### src/include/tws_pkg.sv
/*
 two-wire slave control block: constants and carrier types.
 assumes: serial pins are sampled by a 40 MHz core clock.
*/
// Contract
// - idle bus leaves data and clock lines high; slave releases data.
// - data falling while clock high is a start; transfer begins.
// - data rising while clock high is a stop; transfer ends.
// - repeated start restarts the transfer from the address byte.
// - one data byte per transfer; further bytes are not acknowledged.
// - receiver holds data low through the ninth clock high phase.
// - unmatched address leaves data high in the acknowledge slot.
// - slave that cannot take more bytes does not acknowledge them.
// - output differential by default; register 13 bit 6 selects single-ended.
// - register 13 bit 7 moves single-ended drive to negative output.
// - register 0 resets to 41h: chip enable 1, reserved field 4h.
// - register 0 bit 7 resets all interface state; self-clears, reads zero. Code resets state, bit count, ack and tx flags; sh_q, rw_q, ra_q keep values.
// - register 0 bit 1 restores all registers; self-clears, reads zero.
// - register 1 bit 7 enables the monitor pin fault trigger.
// - register 1 bits 6:5 choose photodiode monitor range.
// - register 1 bit 4 selects open-loop bias control.
// - register 1 bit 3 switches fault detection on.
// - register 1 bit 2 enables bias; clearing it clears latched fault.
// - register 1 bit 1 bias sink, bit 0 photodiode cathode to supply.
// - register 2 bit 1 optical loopback, bit 0 electrical loopback.
// - register 3 bits 7, 6, 4 enable, oscillator, reset; reset zero.
// - register 3 bits 2:0 choose converter input; 1xx reserved.
// - transfer: start, address 0001000 plus direction, register, data, stop.
`default_nettype none
package tws_pkg;
  localparam logic [6:0] DEV_ADDR      = 7'h08;
  localparam logic [7:0] REG_CORE0     = 8'h00;
  localparam logic [7:0] REG_BIAS      = 8'h01;
  localparam logic [7:0] REG_LOOP      = 8'h02;
  localparam logic [7:0] REG_CONV      = 8'h03;
  localparam logic [7:0] REG_TXOUT     = 8'h0D;
  localparam logic [7:0] RST_CORE0     = 8'h41;
  localparam logic [7:0] RST_ZERO      = 8'h00;
  localparam int         BIT_GLOBAL    = 7;
  localparam int         BIT_SOFT      = 1;
  localparam int         BIT_CHIP_EN   = 0;
  localparam logic [7:0] CORE0_SC_MASK = 8'h82;
  localparam int         BIT_SE_SEL    = 6;
  localparam int         BIT_SIDE_SEL  = 7;
  localparam int         NUM_REGS      = 16;

  typedef struct packed {
    logic       chip_enable;
    logic       pd_monitor_fault_trigger_en;
    logic [1:0] pd_range;
    logic       open_loop_enable;
    logic       fault_detect_enable;
    logic       laser_bias_enable;
    logic       bias_pin_polarity;
    logic       photodiode_polarity;
    logic       optical_loopback_sel;
    logic       electrical_loopback_sel;
    logic       converter_enable;
    logic       converter_osc_enable;
    logic       converter_reset;
    logic [2:0] converter_input_select;
    logic       single_ended_select;
    logic       output_side_select;
  } tws_ctrl_t;

  typedef struct packed {
    logic drive_pos;
    logic drive_neg;
  } tws_txout_t;
endpackage
`default_nettype wire

### src/hw/tws_regmem.sv
/*
 small register memory: one write port, registered read data.
 assumes: clear pulse restores all entries to their reset values.
*/
`default_nettype none
module tws_regmem #(
  parameter int DEPTH = 16
) (
  // clock and reset
  input  wire logic       clk_i,
  input  wire logic       rst_ni,
  input  wire logic       clear_i,
  // access
  input  wire logic       we_i,
  input  wire logic [7:0] addr_i,
  input  wire logic [7:0] wdata_i,
  output logic      [7:0] rdata_o,
  output logic [DEPTH*8-1:0] flat_o
);
  logic [7:0] mem_q [DEPTH];
  wire        hit = addr_i < 8'(DEPTH);

  initial if (DEPTH < 14 || DEPTH > 256) $error("bad depth");

  for (genvar i = 0; i < DEPTH; i++) begin : g_ent
    localparam logic [7:0] RV =
      (i == 0) ? tws_pkg::RST_CORE0 : tws_pkg::RST_ZERO;
    always_ff @(posedge clk_i or negedge rst_ni) begin
      if (!rst_ni) mem_q[i] <= RV;
      else if (clear_i) mem_q[i] <= RV;
      else if (we_i && addr_i == 8'(i)) begin
        // self-clearing bits are never stored
        mem_q[i] <= (i == 0) ? (wdata_i & ~tws_pkg::CORE0_SC_MASK)
                             : wdata_i;
      end
    end
    assign flat_o[i*8 +: 8] = mem_q[i];
  end

  always_ff @(posedge clk_i or negedge rst_ni) begin
    if (!rst_ni) rdata_o <= 8'h00;
    else rdata_o <= hit ? mem_q[addr_i[$clog2(DEPTH)-1:0]] : 8'h00;
  end
endmodule
`default_nettype wire

### src/hw/tws_core.sv
/*
 two-wire serial slave with core control registers.
 assumes: the master drives the serial clock; pins are oversampled.
*/
`default_nettype none
module tws_core (
  // clock and reset
  input  wire logic          core_clk_i,
  input  wire logic          rstn_i,
  // serial pins
  input  wire logic          scl_i,
  input  wire logic          sda_i,
  output logic               sda_o,
  output logic               sda_oe_o,
  // control outputs
  output tws_pkg::tws_ctrl_t  ctrl_o,
  output tws_pkg::tws_txout_t txout_o,
  output logic               fault_o,
  // fault source
  input  wire logic          fault_event_i
);
  ////////////////////////////////////////////////////////////////////////
  logic rst_s1_q, rst_n;
  always_ff @(posedge core_clk_i or negedge rstn_i) begin
    if (!rstn_i) {rst_n, rst_s1_q} <= 2'b00;
    else {rst_n, rst_s1_q} <= {rst_s1_q, 1'b1};
  end

  // pin synchronisers, then one history stage for edges
  logic [1:0] scl_sy_q, sda_sy_q;
  logic       scl_q, sda_q, scl_p_q, sda_p_q;
  always_ff @(posedge core_clk_i or negedge rst_n) begin
    if (!rst_n) begin
      scl_sy_q <= 2'b11;
      sda_sy_q <= 2'b11;
      {scl_p_q, sda_p_q} <= 2'b11;
    end else begin
      scl_sy_q <= {scl_sy_q[0], scl_i};
      sda_sy_q <= {sda_sy_q[0], sda_i};
      {scl_p_q, sda_p_q} <= {scl_q, sda_q};
    end
  end
  assign scl_q = scl_sy_q[1];
  assign sda_q = sda_sy_q[1];

  wire scl_rise = scl_q & ~scl_p_q;
  wire scl_fall = ~scl_q & scl_p_q;
  wire start_c  = scl_q & scl_p_q & sda_p_q & ~sda_q;
  wire stop_c   = scl_q & scl_p_q & ~sda_p_q & sda_q;

  ////////////////////////////////////////////////////////////////////////
  typedef enum logic [2:0] {
    S_IDLE, S_ADDR, S_REG, S_WDATA, S_RDATA, S_DONE
  } tws_state_t;

  tws_state_t state_q, state_d;
  logic [3:0] bit_q, bit_d;
  logic [7:0] sh_q, sh_d;
  logic       rw_q, rw_d;
  logic [7:0] ra_q, ra_d;
  logic       ack_q, ack_d;    // pulling low in ninth slot
  logic       tx_q, tx_d;      // driving read data
  logic       we_d, drv_d;
  logic       sc_global, sc_soft, global_q;
  logic [7:0] rdata;
  logic [tws_pkg::NUM_REGS*8-1:0] flat;

  wire        byte_done = scl_rise && bit_q == 4'd7;
  wire [7:0]  byte_in   = {sh_q[6:0], sda_q};
  wire        addr_hit  = byte_in[7:1] == tws_pkg::DEV_ADDR;
  // bit_q counts clock rises of one slot group: 8 bits, then the ack
  wire        ack_slot  = scl_fall && bit_q == 4'd8;
  wire        slot_end  = scl_fall && bit_q == 4'd9;
  wire        tx_load   = slot_end && ack_q && state_q == S_RDATA && !tx_q;

  // read byte uses the shift register while transmitting
  logic tx_bit;
  assign tx_bit = sh_q[7 - bit_q[2:0]];

  always_comb begin
    state_d = state_q;
    bit_d   = bit_q;
    sh_d    = sh_q;
    rw_d    = rw_q;
    ra_d    = ra_q;
    ack_d   = ack_q;
    tx_d    = tx_q;
    we_d    = 1'b0;
    drv_d   = sda_oe_o;
    if (start_c) begin
      state_d = S_ADDR;
      bit_d   = 4'd0;
      ack_d   = 1'b0;
      tx_d    = 1'b0;
      drv_d   = 1'b0;
    end else if (stop_c) begin
      state_d = S_IDLE;
      ack_d   = 1'b0;
      tx_d    = 1'b0;
      drv_d   = 1'b0;
    end else if (state_q != S_IDLE) begin
      if (scl_rise && bit_q < 4'd9) begin
        bit_d = bit_q + 4'd1;
      end
      if (scl_rise && bit_q < 4'd8 && !tx_q) begin
        sh_d  = byte_in;
      end
      if (byte_done && !tx_q) begin
        case (state_q)
          S_ADDR: begin
            rw_d = byte_in[0];
            if (addr_hit) begin
              state_d = byte_in[0] ? S_RDATA : S_REG;
              ack_d   = 1'b1;
            end else begin
              state_d = S_DONE;
            end
          end
          S_REG: begin
            ra_d    = byte_in;
            ack_d   = 1'b1;
            state_d = rw_q ? S_DONE : S_WDATA;
          end
          S_WDATA: begin
            ack_d   = 1'b1;
            we_d    = 1'b1;
            state_d = S_DONE;
          end
          S_DONE: ack_d = 1'b0;
          default: ;
        endcase
      end
      // data line only changes after a clock fall, never while high
      if (ack_slot) begin
        drv_d = ack_q;
      end else if (slot_end) begin
        bit_d = 4'd0;
        ack_d = 1'b0;
        drv_d = 1'b0;
        if (tx_load) begin
          tx_d  = 1'b1;
          sh_d  = rdata;
          drv_d = !rdata[7];
        end else if (tx_q) begin
          tx_d    = 1'b0;
          state_d = S_DONE;
        end
      end else if (scl_fall && tx_q && bit_q != 4'd0) begin
        drv_d = !tx_bit;
      end
    end
  end

  always_ff @(posedge core_clk_i or negedge rst_n) begin
    if (!rst_n) begin
      state_q <= S_IDLE;
      bit_q   <= 4'd0;
      sh_q    <= 8'h00;
      rw_q    <= 1'b0;
      ra_q    <= 8'h00;
      ack_q   <= 1'b0;
      tx_q    <= 1'b0;
    end else if (global_q) begin
      state_q <= S_IDLE;
      bit_q   <= 4'd0;
      ack_q   <= 1'b0;
      tx_q    <= 1'b0;
    end else begin
      state_q <= state_d;
      bit_q   <= bit_d;
      rw_q    <= rw_d;
      ra_q    <= ra_d;
      ack_q   <= ack_d;
      tx_q    <= tx_d;
      // while sending, hold the byte; shifting-in is for writes
      sh_q    <= sh_d;
    end
  end

  ////////////////////////////////////////////////////////////////////////
  // self-clearing strobes are decoded from the write itself
  assign sc_global = we_d && ra_q == tws_pkg::REG_CORE0
                     && byte_in[tws_pkg::BIT_GLOBAL];
  assign sc_soft   = we_d && ra_q == tws_pkg::REG_CORE0
                     && byte_in[tws_pkg::BIT_SOFT];

  always_ff @(posedge core_clk_i or negedge rst_n) begin
    if (!rst_n) global_q <= 1'b0;
    else global_q <= sc_global;
  end

  tws_regmem #(
    .DEPTH (tws_pkg::NUM_REGS)
  ) u_mem (
    .clk_i   (core_clk_i),
    .rst_ni  (rst_n),
    .clear_i (sc_soft | sc_global),
    .we_i    (we_d && !sc_soft && !sc_global),
    .addr_i  (ra_d),
    .wdata_i (byte_in),
    .rdata_o (rdata),
    .flat_o  (flat)
  );

  wire [7:0] r0 = flat[8*tws_pkg::REG_CORE0  +: 8];
  wire [7:0] r1 = flat[8*tws_pkg::REG_BIAS   +: 8];
  wire [7:0] r2 = flat[8*tws_pkg::REG_LOOP   +: 8];
  wire [7:0] r3 = flat[8*tws_pkg::REG_CONV   +: 8];
  wire [7:0] rd = flat[8*tws_pkg::REG_TXOUT  +: 8];

  tws_pkg::tws_ctrl_t  ctrl_d;
  tws_pkg::tws_txout_t txo_d;
  always_comb begin
    ctrl_d.chip_enable                 = r0[tws_pkg::BIT_CHIP_EN];
    ctrl_d.pd_monitor_fault_trigger_en = r1[7];
    ctrl_d.pd_range                    = r1[6:5];
    ctrl_d.open_loop_enable            = r1[4];
    ctrl_d.fault_detect_enable         = r1[3];
    ctrl_d.laser_bias_enable           = r1[2];
    ctrl_d.bias_pin_polarity           = r1[1];
    ctrl_d.photodiode_polarity         = r1[0];
    ctrl_d.optical_loopback_sel        = r2[1];
    ctrl_d.electrical_loopback_sel     = r2[0];
    ctrl_d.converter_enable            = r3[7];
    ctrl_d.converter_osc_enable        = r3[6];
    ctrl_d.converter_reset             = r3[4];
    ctrl_d.converter_input_select      = r3[2:0];
    ctrl_d.single_ended_select         = rd[tws_pkg::BIT_SE_SEL];
    ctrl_d.output_side_select          = rd[tws_pkg::BIT_SIDE_SEL];
    // differential drives both sides
    txo_d.drive_pos = !ctrl_d.single_ended_select
                      || !ctrl_d.output_side_select;
    txo_d.drive_neg = !ctrl_d.single_ended_select
                      || ctrl_d.output_side_select;
  end

  ////////////////////////////////////////////////////////////////////////
  logic fault_q;
  always_ff @(posedge core_clk_i or negedge rst_n) begin
    if (!rst_n) begin
      ctrl_o   <= '0;
      txout_o  <= 2'b11;
      fault_o  <= 1'b0;
      fault_q  <= 1'b0;
      sda_o    <= 1'b0;
      sda_oe_o <= 1'b0;
    end else begin
      ctrl_o  <= ctrl_d;
      txout_o <= txo_d;
      // bias bit cleared wins: the fault cannot be re-latched meanwhile
      if (!ctrl_d.laser_bias_enable) fault_q <= 1'b0;
      else if (fault_event_i && ctrl_d.fault_detect_enable)
        fault_q <= 1'b1;
      fault_o  <= fault_q;
      sda_o    <= 1'b0;
      // open drain: release means high, idle never drives
      sda_oe_o <= global_q ? 1'b0 : drv_d;
    end
  end
endmodule
`default_nettype wire

### config.mk
export PLATFORM = sky130hd
export DESIGN_NAME = tws_core
export DESIGN_NICKNAME = d
export VERILOG_FILES = /design/src/include/tws_pkg.sv /design/src/hw/tws_regmem.sv /design/src/hw/tws_core.sv
export SDC_FILE = /design/constraint.sdc
export NUM_CORES = 1
export LEC_CHECK = 0
export ABC_CLOCK_PERIOD_IN_PS = 9300
export BUFFER_PORTS_ARGS = -buffer_cell sky130_fd_sc_hd__clkbuf_2
export CORE_AREA = 2 2 173 158
export DETAILED_ROUTE_END_ITERATION = 7
export DIE_AREA = 0 0 175 160
export GPL_TIMING_DRIVEN = 0
export HOLD_SLACK_MARGIN = 0.05
export PLACE_DENSITY = 0.62
export SETUP_SLACK_MARGIN = 0.2
export SLEW_MARGIN = 0
export SYNTH_ARGS = -nofsm -noshare
export SYNTH_HDL_FRONTEND = slang
export SYNTH_HIERARCHICAL = 1
export SYNTH_SLANG_ARGS = --single-unit
### constraint.sdc
create_clock -name core_clk_i -period 9.3 [get_ports core_clk_i]
set_input_delay 2.79 -clock core_clk_i [delete_from_list [all_inputs] [get_ports core_clk_i]]
set_output_delay 2.79 -clock core_clk_i [all_outputs]
set_load 0.01 [all_outputs]
# [After elaboration in Yosys (flattened, before gate mapping)]
# Index checks and enable logic that the tools add are counted.
[classes] add_sub_neg=2 order_cmp=5 n_eq_ne=27 muxes=98 bitwise_logic=16 n_reduce_logical=73
[op_table] cell="$mux 8" count=44
[op_table] cell="$eq 8x4->1 const B" count=8
[op_table] cell="$mux 3" count=12
[op_table] cell="$logic_and 1x1->1" count=34
[op_table] cell="$bmux 8 s4" count=1
[op_table] cell="$eq 8x3->1 const B" count=4
[op_table] cell="$lt 32x4->1 const B" count=1
[op_table] cell="$reduce_bool 2->1" count=16
[op_table] cell="$mux 1" count=31
[op_table] cell="$mux 4" count=7
[op_table] cell="$eq 8x2->1 const B" count=2
[op_table] cell="$logic_not 8->1" count=2
[op_table] cell="$reduce_bool 4->1" count=3
[op_table] cell="$pmux 3 s3" count=1
[op_table] cell="$eq 4x4->1 const B" count=2
[op_table] cell="$eq 8x1->1 const B" count=1
[op_table] cell="$lt 4x4->1 const B" count=2
[op_table] cell="$lt 8x5->1 const B" count=1
[op_table] cell="$and 1x1->1" count=7
[op_table] cell="$eq 7x4->1 const B" count=1
[op_table] cell="$logic_not 1->1" count=7
[op_table] cell="$not 1->1" count=7
[op_table] cell="$eq 3x2->1 const B" count=2
[op_table] cell="$eq 3x3->1 const B" count=2
[op_table] cell="20 further kinds" count=23
[word_totals] reg_bits=195 in_bits=5 word_cells=273

# [Depth between registers and ports, before layout]
# Gate-level depths: netlist of the first run.
[depth] depth_word=16 ltp_mapped=12

# [Modules after synthesis]
# Netlist of the first run, hierarchy kept.
[modules_own_cells] module="tws_regmem" instances=1 cells_per_inst=522 area_per_inst_um2=6530.0
[modules_own_cells] module="tws_core" instances=1 cells_per_inst=201 area_per_inst_um2=2557.5

# [Worst setup path before layout of the first run]
# Ideal clock, no wire load.
[synth_path] kind="register to register" from="register scl_sy_q[1]" to="register u_mem.mem_q (netlist bit u_mem/flat_o[14])" t_arrival_ns=3.544 path_slack_ns=5.624 path_stages_with_launch=11 n_path_buf=2 period_less_slack_ns=3.676 cell_sequence="dfstp_2 > or4b_4 > nor4_4 > and2_1 > buf_4 > mux2_1 > or4_4 > buf_6 > nor4_4 > mux2i_1 > nor2_1"
[synth_between] elab_cells_between_ends=28 classes_between="eq/ne: 1; mux: 9; bitwise: 7; reduce/logical: 11"
[synth_rtl] element="start, declared" line="tws_core.sv:30" rtl="logic [1:0] scl_sy_q, sda_sy_q;"
[synth_rtl] element="start signal, assigned" line="tws_core.sv:38" rtl="scl_sy_q <= {scl_sy_q[0], scl_i};"
[synth_rtl] element="$and 1x1->1" line="tws_core.sv:46" rtl="wire scl_rise = scl_q & ~scl_p_q;"
[synth_rtl] element="$logic_and 1x1->1" line="tws_core.sv:68" rtl="wire byte_done = scl_rise && bit_q == 4'd7;"
[synth_rtl] element="$logic_and 1x1->1" line="tws_core.sv:108" rtl="if (byte_done && !tx_q) begin"
[synth_rtl] element="$mux 8" line="tws_core.sv:108"
[synth_rtl] element="$mux 8" line="tws_core.sv:101" rtl="end else if (state_q != S_IDLE) begin"
[synth_rtl] element="$mux 8" line="tws_core.sv:96" rtl="end else if (stop_c) begin"
[synth_rtl] element="$mux 8 (*)" line="tws_core.sv:90" rtl="if (start_c) begin"
[synth_rtl] element="via ra_d[6]" line="tws_core.sv:60" rtl="logic [7:0] ra_q, ra_d;"
[synth_rtl] element="$eq 8x1->1 (*)" line="tws_regmem.sv:31" rtl="else if (we_i && addr_i == 8'(i)) begin"
[synth_rtl] element="$logic_and 1x1->1 (*)" line="tws_regmem.sv:31"
[synth_rtl] element="$reduce_bool 2->1 (no line) (*)"
[synth_rtl] element="end signal, assigned by index" line="tws_regmem.sv:33" rtl="mem_q[i] <= (i == 0) ? (wdata_i & ~tws_pkg::CORE0_SC_MASK)"
[synth_rtl] element="end, declared" line="tws_regmem.sv:20" rtl="logic [7:0] mem_q [DEPTH];"
# The timed path passes the listed nets; every way through them passes the cells marked *.
# A chain may end at the register's enable or synchronous reset.

# [Worst setup path in the final report of the first run]
[layout_path] from="register scl_sy_q[1]" to="register u_mem.mem_q (netlist bit u_mem/flat_o[123])"
[layout_between] elab_cells_between_ends=28 classes_between="eq/ne: 1; mux: 9; bitwise: 7; reduce/logical: 11"
[layout_rtl] element="$and 1x1->1" line="tws_core.sv:46"
[layout_rtl] element="$logic_and 1x1->1" line="tws_core.sv:68"
[layout_rtl] element="$logic_and 1x1->1" line="tws_core.sv:108"
[layout_rtl] element="$mux 8" line="tws_core.sv:108"
[layout_rtl] element="$mux 8" line="tws_core.sv:101"
[layout_rtl] element="$mux 8" line="tws_core.sv:96"
[layout_rtl] element="$mux 8 (*)" line="tws_core.sv:90"
[layout_rtl] element="via ra_d[6]" line="tws_core.sv:60"
[layout_rtl] element="$eq 8x4->1 (*)" line="tws_regmem.sv:31"
[layout_rtl] element="$logic_and 1x1->1 (*)" line="tws_regmem.sv:31"
[layout_rtl] element="$reduce_bool 2->1 (no line) (*)"
# Marks and branches as above.

==> reports/results.ini, run 1 <==
[setup_path]
path_cells = or4b_4 > nor4_4 > and2_1 > buf_4 > mux2_1 > nor4_1 > clkbuf_1 > nand4_1 > mux2i_1 > nor2_1
critPathBufInv = 2
crit_family = simple AND/OR/NAND/NOR gates
worstPathArrival_ps = 4720
cp-start-kind = flop
setup.worst_path.class = flop to flop
required_ps = 9590
cpPeakStageDelay_ps = 730
critPathMaxFanout = 10
cpMaxStageDelayCell = nand4_1
crit_path_end_kind = flop

[clock_tree]
cts.sinks = 193
cts_setup_buffers = 0
clk_latency_ps = 440
htree_levels = 4
cts-buffers-inserted = 17
cts_tree = yes
holdBufCountCts = 0
clockBufferDepth = 2
cts.repair.resized = 0
clockRootBuffer = clkbuf_16
clkTransAtPathRegs_ps = 70

[floorplan]
dieArea_sq_um = 28000
start_util_pct = 34.27
fp-row-count = 57
die-width_um = 175
core_sq_um = 26460
die_y_um = 160
ios = 29

[drt]
drc = 0
vias = 5855
finalWirelength_um = 21420
first_iter_violations = 435
post_drt_via_cell_ratio = 5.159
wl_per_cell_um = 18.87
postRouteAntennaNets = 0
firstDrtPassIters = 5

[yosys]
syn_avg_cell_area_sq_um = 12.60
synthCells = 720
syn_nets = 729
syn_area_sq_um = 9069
yosysWarnings = 6

[sta]
hold_viol_final = 0
fin_setup_tns_ps = 0
worst_pin_slew_ps = 960.3
setup_viol = 0
finalClockSkew_ps = 9.300
min_period_ps = 4431
max_slew_margin_pct = 35.50
fin_crit_sh_pct = 47.64
finalMaxSlewViolations = 0
fmax_mhz = 225.7
rsz0062_at_grt = false

[placement]
placed_area_sq_um = 9706
dp_hpwl_um = 14490
portBuffers = 27
gp_congestion = 0.7954

[global_routing]
antenna_found_initial = 0
overflow = 0
grt_pass1_wl_um = 34510
grt_use_total_pct = 16.06
grt_max_degree = 70
grt_pass1_vias = 5926

[pwr]
cellPowerDensity_nw_per_um2 = 159.3
ir_drop_mv = 0.1254
p_leak_nw = 5.134
total_power_mw = 1.641

[layout]
multi_input_area_sq_um = 3969
nets = 777
design_area_sq_um = 10300
fin_util_pct = 38.93
antenna_cells = 0
regArea_sq_um = 4846
drive_gt1_share_pct = 18.18
fill_cells = 2533
area_growth_syn_to_layout_pct = 13.58

[min_path]
hold_class = flop to flop

[run_status]
status = completed

[run]
maxCapViolations = 0

## layer usage
metal  wire, um  vias up  global-route usage [%]
met2       9830      136                   24.31
met5          0        -                       0
met1      10450     3016                   23.54
met4        301        0                   4.621
met3        842       22                   3.000
li1           -     2681                       -
## per-stage QoR
step           hold slack (ps)  instances  setup WS (ps)
6_report                 352.5       1135           4869
5_1_grt                  357.0       1135           4592
4_1_cts                  355.0       1135           4861
3_5_place_dp             337.3       1103           4894
3_3_place_gp             335.7       1101           1221
2_1_floorplan            331.2        720           3541
## flip-flops by register name, indices dropped and copies added, names as in the netlist, 2 cells and up
name           flops
ctrl_o            19
sda_sy_q           2
u_mem/flat_o     126
ra_q               8
txout_o            2
state_q            3
sh_q               8
scl_sy_q           2
u_mem/rdata_o      8
bit_q              4
## path summary, 6_finish.rpt
check / startpoint / endpoint / slack, ps / depth (start not counted)
worst min register to register: rst_s1_q / rst_n / 350 / 0
worst max-delay path: scl_sy_q[1] / u_mem/flat_o[123] / 4870 / 10
worst max register to register: scl_sy_q[1] / u_mem/flat_o[123] / 4870 / 10
worst min-delay path: rst_s1_q / rst_n / 350 / 0
max in group asynchronous: rstn_i / rst_n / 7070 / 1
min in group asynchronous: rst_n / u_mem/flat_o[16] / 480 / 0
## cells in the final DEF, fill, tap and decap left out, types with 10 or more instances in the layout
cell	count
clkbuf_1	36
clkbuf_16	17
clkbuf_2	27
dfrtp_1	182
dfstp_2	10
inv_1	10
mux2i_1	137
mux4_2	32
nand2_1	11
nor2_1	142
o22ai_1	13
## area by class of cell
type                       count  area share (%)
inverter                      11          0.4009
buffer                        49           2.102
tap                          354           4.300
multi-input combinational    467           38.53
sequential                   193           47.05
clock inverter                14           1.603
timing repair buffer          29           1.846
clock buffer                  18           4.167
## power breakdown
group	internal (mW)	switching [mW]	leakage (nW)
combinational	0.0156	0.0284	2.19
clock	0.364	0.364	0.290
sequential	0.845	0.0236	2.65
## worst register-to-register path, cell delays in order, from the launching register on
cell      delay (ps)
dfstp_2          600
or4b_4           530
nor4_4           390
and2_1           190
buf_4            170
mux2_1           350
nor4_1           530
clkbuf_1         380
nand4_1          730
mux2i_1          370
nor2_1            60
(Power assumes the default switching activity.)
==> run 2: changes to the inputs <==
--- a/config.mk
+++ b/config.mk
@@ -5,14 +5,15 @@
 export SDC_FILE = /design/constraint.sdc
 export NUM_CORES = 1
 export LEC_CHECK = 0
-export ABC_CLOCK_PERIOD_IN_PS = 9300
+export ABC_AREA = 1
+export ABC_CLOCK_PERIOD_IN_PS = 4000
 export BUFFER_PORTS_ARGS = -buffer_cell sky130_fd_sc_hd__clkbuf_2
-export CORE_AREA = 2 2 173 158
+export CORE_AREA = 2 2 179 163
 export DETAILED_ROUTE_END_ITERATION = 7
-export DIE_AREA = 0 0 175 160
+export DIE_AREA = 0 0 181 165
 export GPL_TIMING_DRIVEN = 0
 export HOLD_SLACK_MARGIN = 0.05
-export PLACE_DENSITY = 0.62
+export PLACE_DENSITY = 0.63
 export SETUP_SLACK_MARGIN = 0.2
 export SLEW_MARGIN = 0
 export SYNTH_ARGS = -nofsm -noshare
==> constraint.sdc (replaced) <==
create_clock -name core_clk_i -period 4 [get_ports core_clk_i]
set_input_delay 1.2 -clock core_clk_i [delete_from_list [all_inputs] [get_ports core_clk_i]]
set_output_delay 1.2 -clock core_clk_i [all_outputs]
set_load 0.01 [all_outputs]
==> run 2 against run 1 <==
Net effect:
- largest cell class unchanged
- synthesized cell count up 64%
- first-iteration DRC count up 73%
- utilization up 0.20 points
- critical endpoint is now u_mem/flat_o[4]
- non-clock buffer count up 18
- fmax up 33%
- largest power group unchanged
==> reports/results.ini, run 2 <==
[run_status]
status = completed

[global_routing]
grtUsageMet2_pct = 28.06
overflow = 0
gr-max-usage-layer = met2
grt_use_total_pct = 18.73
met1_usage_pct = 27.17
grt_pass1_wl_um = 42920
grt_pass1_vias = 7602
met3_usage_pct = 3.506
antenna_found_initial = 0
grt_max_degree = 68

[pwr]
ir_drop_mv = 0.2939
cellPowerDensity_nw_per_um2 = 351.3
p_leak_nw = 5.286

[yosys]
yosysWarnings = 6
syn_nets = 1188
syn_area_sq_um = 9676
syn_avg_cell_area_sq_um = 8.207
synthCells = 1179

[clock_tree]
cts.sinks = 193
cts.repair.resized = 0
holdBufCountCts = 0
clockRootBuffer = clkbuf_16
cts_setup_buffers = 0
cts_tree = yes
clockBufferDepth = 2
clk_latency_ps = 450
htree_levels = 4
clkTransAtPathRegs_ps = 70
cts-buffers-inserted = 17

[sta]
max_slew_margin_pct = 43.51
fin_crit_sh_pct = 83.53
worst_pin_slew_ps = 847.3
setup_viol = 0
rsz0062_at_grt = false
hold_ws_ps = 349.2
fmax_mhz = 299.3
hold_viol_final = 0
min_period_ps = 3341
finalMaxSlewViolations = 0
finalClockSkew_ps = 16.81

[setup_path]
cp-startpoint = bit_q[0]
critPathMaxFanout = 10
setup.worst_path.class = flop to flop
crit_path_end_kind = flop
regToRegSetupSlack_ps = 660
cp-endpoint = u_mem/flat_o[4]
r2r_end = u_mem/flat_o[4]
cp-start-kind = flop
reg2reg_from = bit_q[0]
required_ps = 4290
worstPathArrival_ps = 3640
reg2regPathDepth = 12

[drt]
drc = 0
wl_per_cell_um = 16.72
finalWirelength_um = 26750
firstDrtPassIters = 5
post_drt_via_cell_ratio = 5.046
postRouteAntennaNets = 0
vias = 8073
first_iter_violations = 751

[min_path]
hold_class = flop to flop
hold_depth = 0
worstHoldStart = rst_s1_q

[layout]
area_growth_syn_to_layout_pct = 12.70
layout_commonest_cell = nand2_1
largest_reg_flops = 126
drive_gt1_share_pct = 16.69
nets = 1236
antenna_cells = 0
design_area_sq_um = 10900
final_cell_count_no_fill = 1600
fin_util_pct = 39.13
layout_common_cells = nand2_1 (424), dfrtp_1 (182), nand3_1 (149)

[floorplan]
start_util_pct = 34.72
die_y_um = 165
core_sq_um = 27870
ios = 29
fp-row-count = 58
dieArea_sq_um = 29870
die-width_um = 181

[run]
maxCapViolations = 0

[placement]
gp_congestion = 0.9342
portBuffers = 27
dp_cells = 1568
dp_hpwl_um = 18650
placed_area_sq_um = 10320

## run 2: metal layers
metal | vias up | wire length (um)
met5 | - | 0
met4 | 0 | 591
met3 | 42 | 1815
met2 | 275 | 11460
met1 | 3821 | 12880
li1 | 3935 | -
## run 2: how the worst min path moves through the flow
stage / end
CTS: rst_n
finish: rst_n
global route: rst_n
detailed placement: rst_n
global placement: rst_n
floorplan: rst_n
## run 2: worst max-delay path, stage by stage, from the launching register on
cell and delay, ps:
dfrtp_1 510, ha_1 230, nand2_1 90, inv_2 100, nand3_4 140, inv_2 90
nand3_1 80, nand3b_1 200, nor2_1 350, inv_2 120, nand2_1 410, clkbuf_1 620
o21ai_0 220
## run 2: power breakdown
part	internal [mW]	switching (mW)	leakage, nW
sequential	1.97	0.0329	2.65
clock	0.900	0.803	0.288
combinational	0.0370	0.0907	2.35
total	2.90	0.927	5.29
## run 2: final cells by class
cell class	count	area (sq um)
Multi-Input combinational cell	860	4205
Sequential cell	193	4846
Fill cell	2867	16960
Timing Repair Buffer	29	190.2
Clock buffer	19	442.9
Clock inverter	13	141.4
Tap cell	360	450.4
Buffer	67	404.1
Inverter	59	224.0
## run 2: per-stage QoR
step                      setup TNS [ps]  total power [mW]  setup WS (ps)
after floorplan                        0             2.119          827.4
after global placement            -76680             2.159         -437.2
after detailed placement               0             2.166          754.8
after CTS                              0             3.882          726.2
after global routing                   0             3.978          432.7
final                                  0             3.830          658.7
==> run 3: changes to the inputs <==
--- a/config.mk
+++ b/config.mk
@@ -6,7 +6,7 @@
 export NUM_CORES = 1
 export LEC_CHECK = 0
 export ABC_AREA = 1
-export ABC_CLOCK_PERIOD_IN_PS = 4000
+export ABC_CLOCK_PERIOD_IN_PS = 2900
 export BUFFER_PORTS_ARGS = -buffer_cell sky130_fd_sc_hd__clkbuf_2
 export CORE_AREA = 2 2 179 163
 export DETAILED_ROUTE_END_ITERATION = 7
==> constraint.sdc (replaced) <==
create_clock -name core_clk_i -period 2.9 [get_ports core_clk_i]
set_input_delay 0.87 -clock core_clk_i [delete_from_list [all_inputs] [get_ports core_clk_i]]
set_output_delay 0.87 -clock core_clk_i [all_outputs]
set_load 0.01 [all_outputs]
==> run 3 against run 2 <==
Net effect:
- sequential power grew 37%
- sequential share of layout area fell by 1.0 points
- utilization is 0.96 points higher
- routed wire length rose by 1.2%
- critical path depth rose by 1
==> reports/results.ini, run 3 (synthesis results as in run 2) <==
[pwr]
ir_drop_mv = 0.4356
p_leak_nw = 5.460
comb_power_share_pct = 4.1
p_sw_share_pct = 24.41
total_power_mw = 5.324
p_seq_share_pct = 51.5
cellPowerDensity_nw_per_um2 = 476.6
intPower_mw = 4.024
p_sw_mw = 1.300
pwr-share-clk_pct = 44.4

[clock_tree]
htree_levels = 4
cts-buffers-inserted = 17
cts_tree = yes
cts.sinks = 193
clk_latency_ps = 440
holdBufCountCts = 0
clockRootBuffer = clkbuf_16
clkTransAtPathRegs_ps = 70
clockBufferDepth = 2

[sta]
hold_viol_final = 0
hold_ws_ps = 207.9
rsz0062_at_grt = true
finalClockSkew_ps = 18.01
fin_crit_sh_pct = 88.69
setup_viol = 0
fin_setup_tns_ps = 0
min_period_ps = 2572
finalMaxSlewViolations = 0
fmax_mhz = 388.8

[setup_path]
worstPathArrival_ps = 2930
setup.worst_path.class = flop to flop
cp-startpoint = bit_q[0]
reg2reg_from = bit_q[0]
reg2regPathDepth = 13
cp-start-kind = flop
required_ps = 3250
crit_path_end_kind = flop
critPathMaxFanout = 10

[floorplan]
fp-row-count = 58
die-width_um = 181
die_y_um = 165
ios = 29
dieArea_sq_um = 29870
core_sq_um = 27870
start_util_pct = 34.72

[drt]
first_iter_violations = 754
post_drt_via_cell_ratio = 5.090
wl_per_cell_um = 16.72
vias = 8241
drc = 0
finalWirelength_um = 27070
postRouteAntennaNets = 0
firstDrtPassIters = 5

[min_path]
hold_class = input pin to asynchronous set/reset pin

[placement]
dp_cells = 1569
dp_hpwl_um = 18740
portBuffers = 27
gp_congestion = 0.9186

[layout]
regArea_sq_um = 4848
fill_cells = 2814
layout_common_cells = nand2_1 (420), dfrtp_1 (180), nand3_1 (149)
nets = 1255
layout_commonest_cell = nand2_1
final_cell_count_no_fill = 1619
largest_reg_flops = 126
fin_util_pct = 40.09
antenna_cells = 0
multi_input_area_sq_um = 4233
drive_gt1_share_pct = 20.25
area_growth_syn_to_layout_pct = 15.45

[global_routing]
overflow = 0
grt_max_degree = 69
antenna_found_initial = 0
grt_pass1_wl_um = 43970
grt_use_total_pct = 18.95
grt_pass1_vias = 7782

[run_status]
status = completed

[run]
maxCapViolations = 0

==> run 3: cell count changes in the layout (fill, tap and decap cells not counted), sizes merged <==
| cell | delta |
|---|---|
| clkinv | +1 |
| clkbuf | +10 |
| inv | -1 |
| buf | +9 |
==> run 3: per-stage QoR <==
step	setup WS [ps]	cell area [sq um]
after global placement	-376.4	10260
after floorplan	483.8	9679
final	328.1	11170
after CTS	202.8	11010
after global routing	142.8	11170
after detailed placement	-371.9	10340
==> run 3: path summary, 6_finish.rpt <==
| path | to | slack (ps) |
|---|---|---|
| worst max register to register | u_mem/flat_o[101] | 330 |
| worst min register to register | u_mem/flat_o[57] | 260 |
| max in group asynchronous | u_mem/flat_o[6] | 1640 |
| worst min-delay path | rst_n | 210 |
| worst max-delay path | u_mem/flat_o[101] | 330 |
| min in group core_clk_i | rst_n | 360 |
==> run 3: power by group through the flow <==
stage,logic [mW],registers [mW],clock network (mW)
3_3_place_gp,0.131,2.85,0
4_1_cts,0.209,2.74,2.43
5_1_grt,0.257,2.74,2.54
3_5_place_dp,0.192,2.80,0
2_1_floorplan,0.101,2.82,0
6_report,0.220,2.74,2.36
==> run 3: metal layers <==
layer	wire [um]	global-route usage [%]	up-vias
li1	-	-	3970
met1	13230	28.19	3985
met2	11610	28.18	259
met3	1794	3.705	27
met4	439	4.841	0
met5	0	0	-
==> run 3: critical path, cell delays in order (launching register included) <==
cell and delay [ps]:
dfrtp_2 410, ha_1 210, nand2_1 100, inv_2 60, nand3_4 130, inv_2 50, nand3_1 110, nand3b_1 210
nor2_4 90, inv_2 130, buf_2 300, buf_1 430, nand3_1 150, o21ai_1 110
==> run 3: final cells by class <==
type,instances,area share (%)
repair buffers,48,3.203
multi-input cells,860,37.89
flip-flops and latches,193,43.40
plain buffers,67,4.223
clock inverters,13,1.277
inverters,59,2.005
well taps,360,4.032
clock buffers,19,3.965
==> run 3: timing repair <==
action                                  in CTS  in global routing
setup buffers                                5                 13
gates resized for setup                     20                 40
endpoints found under the setup margin     134                134
pin swaps                                    2                  1
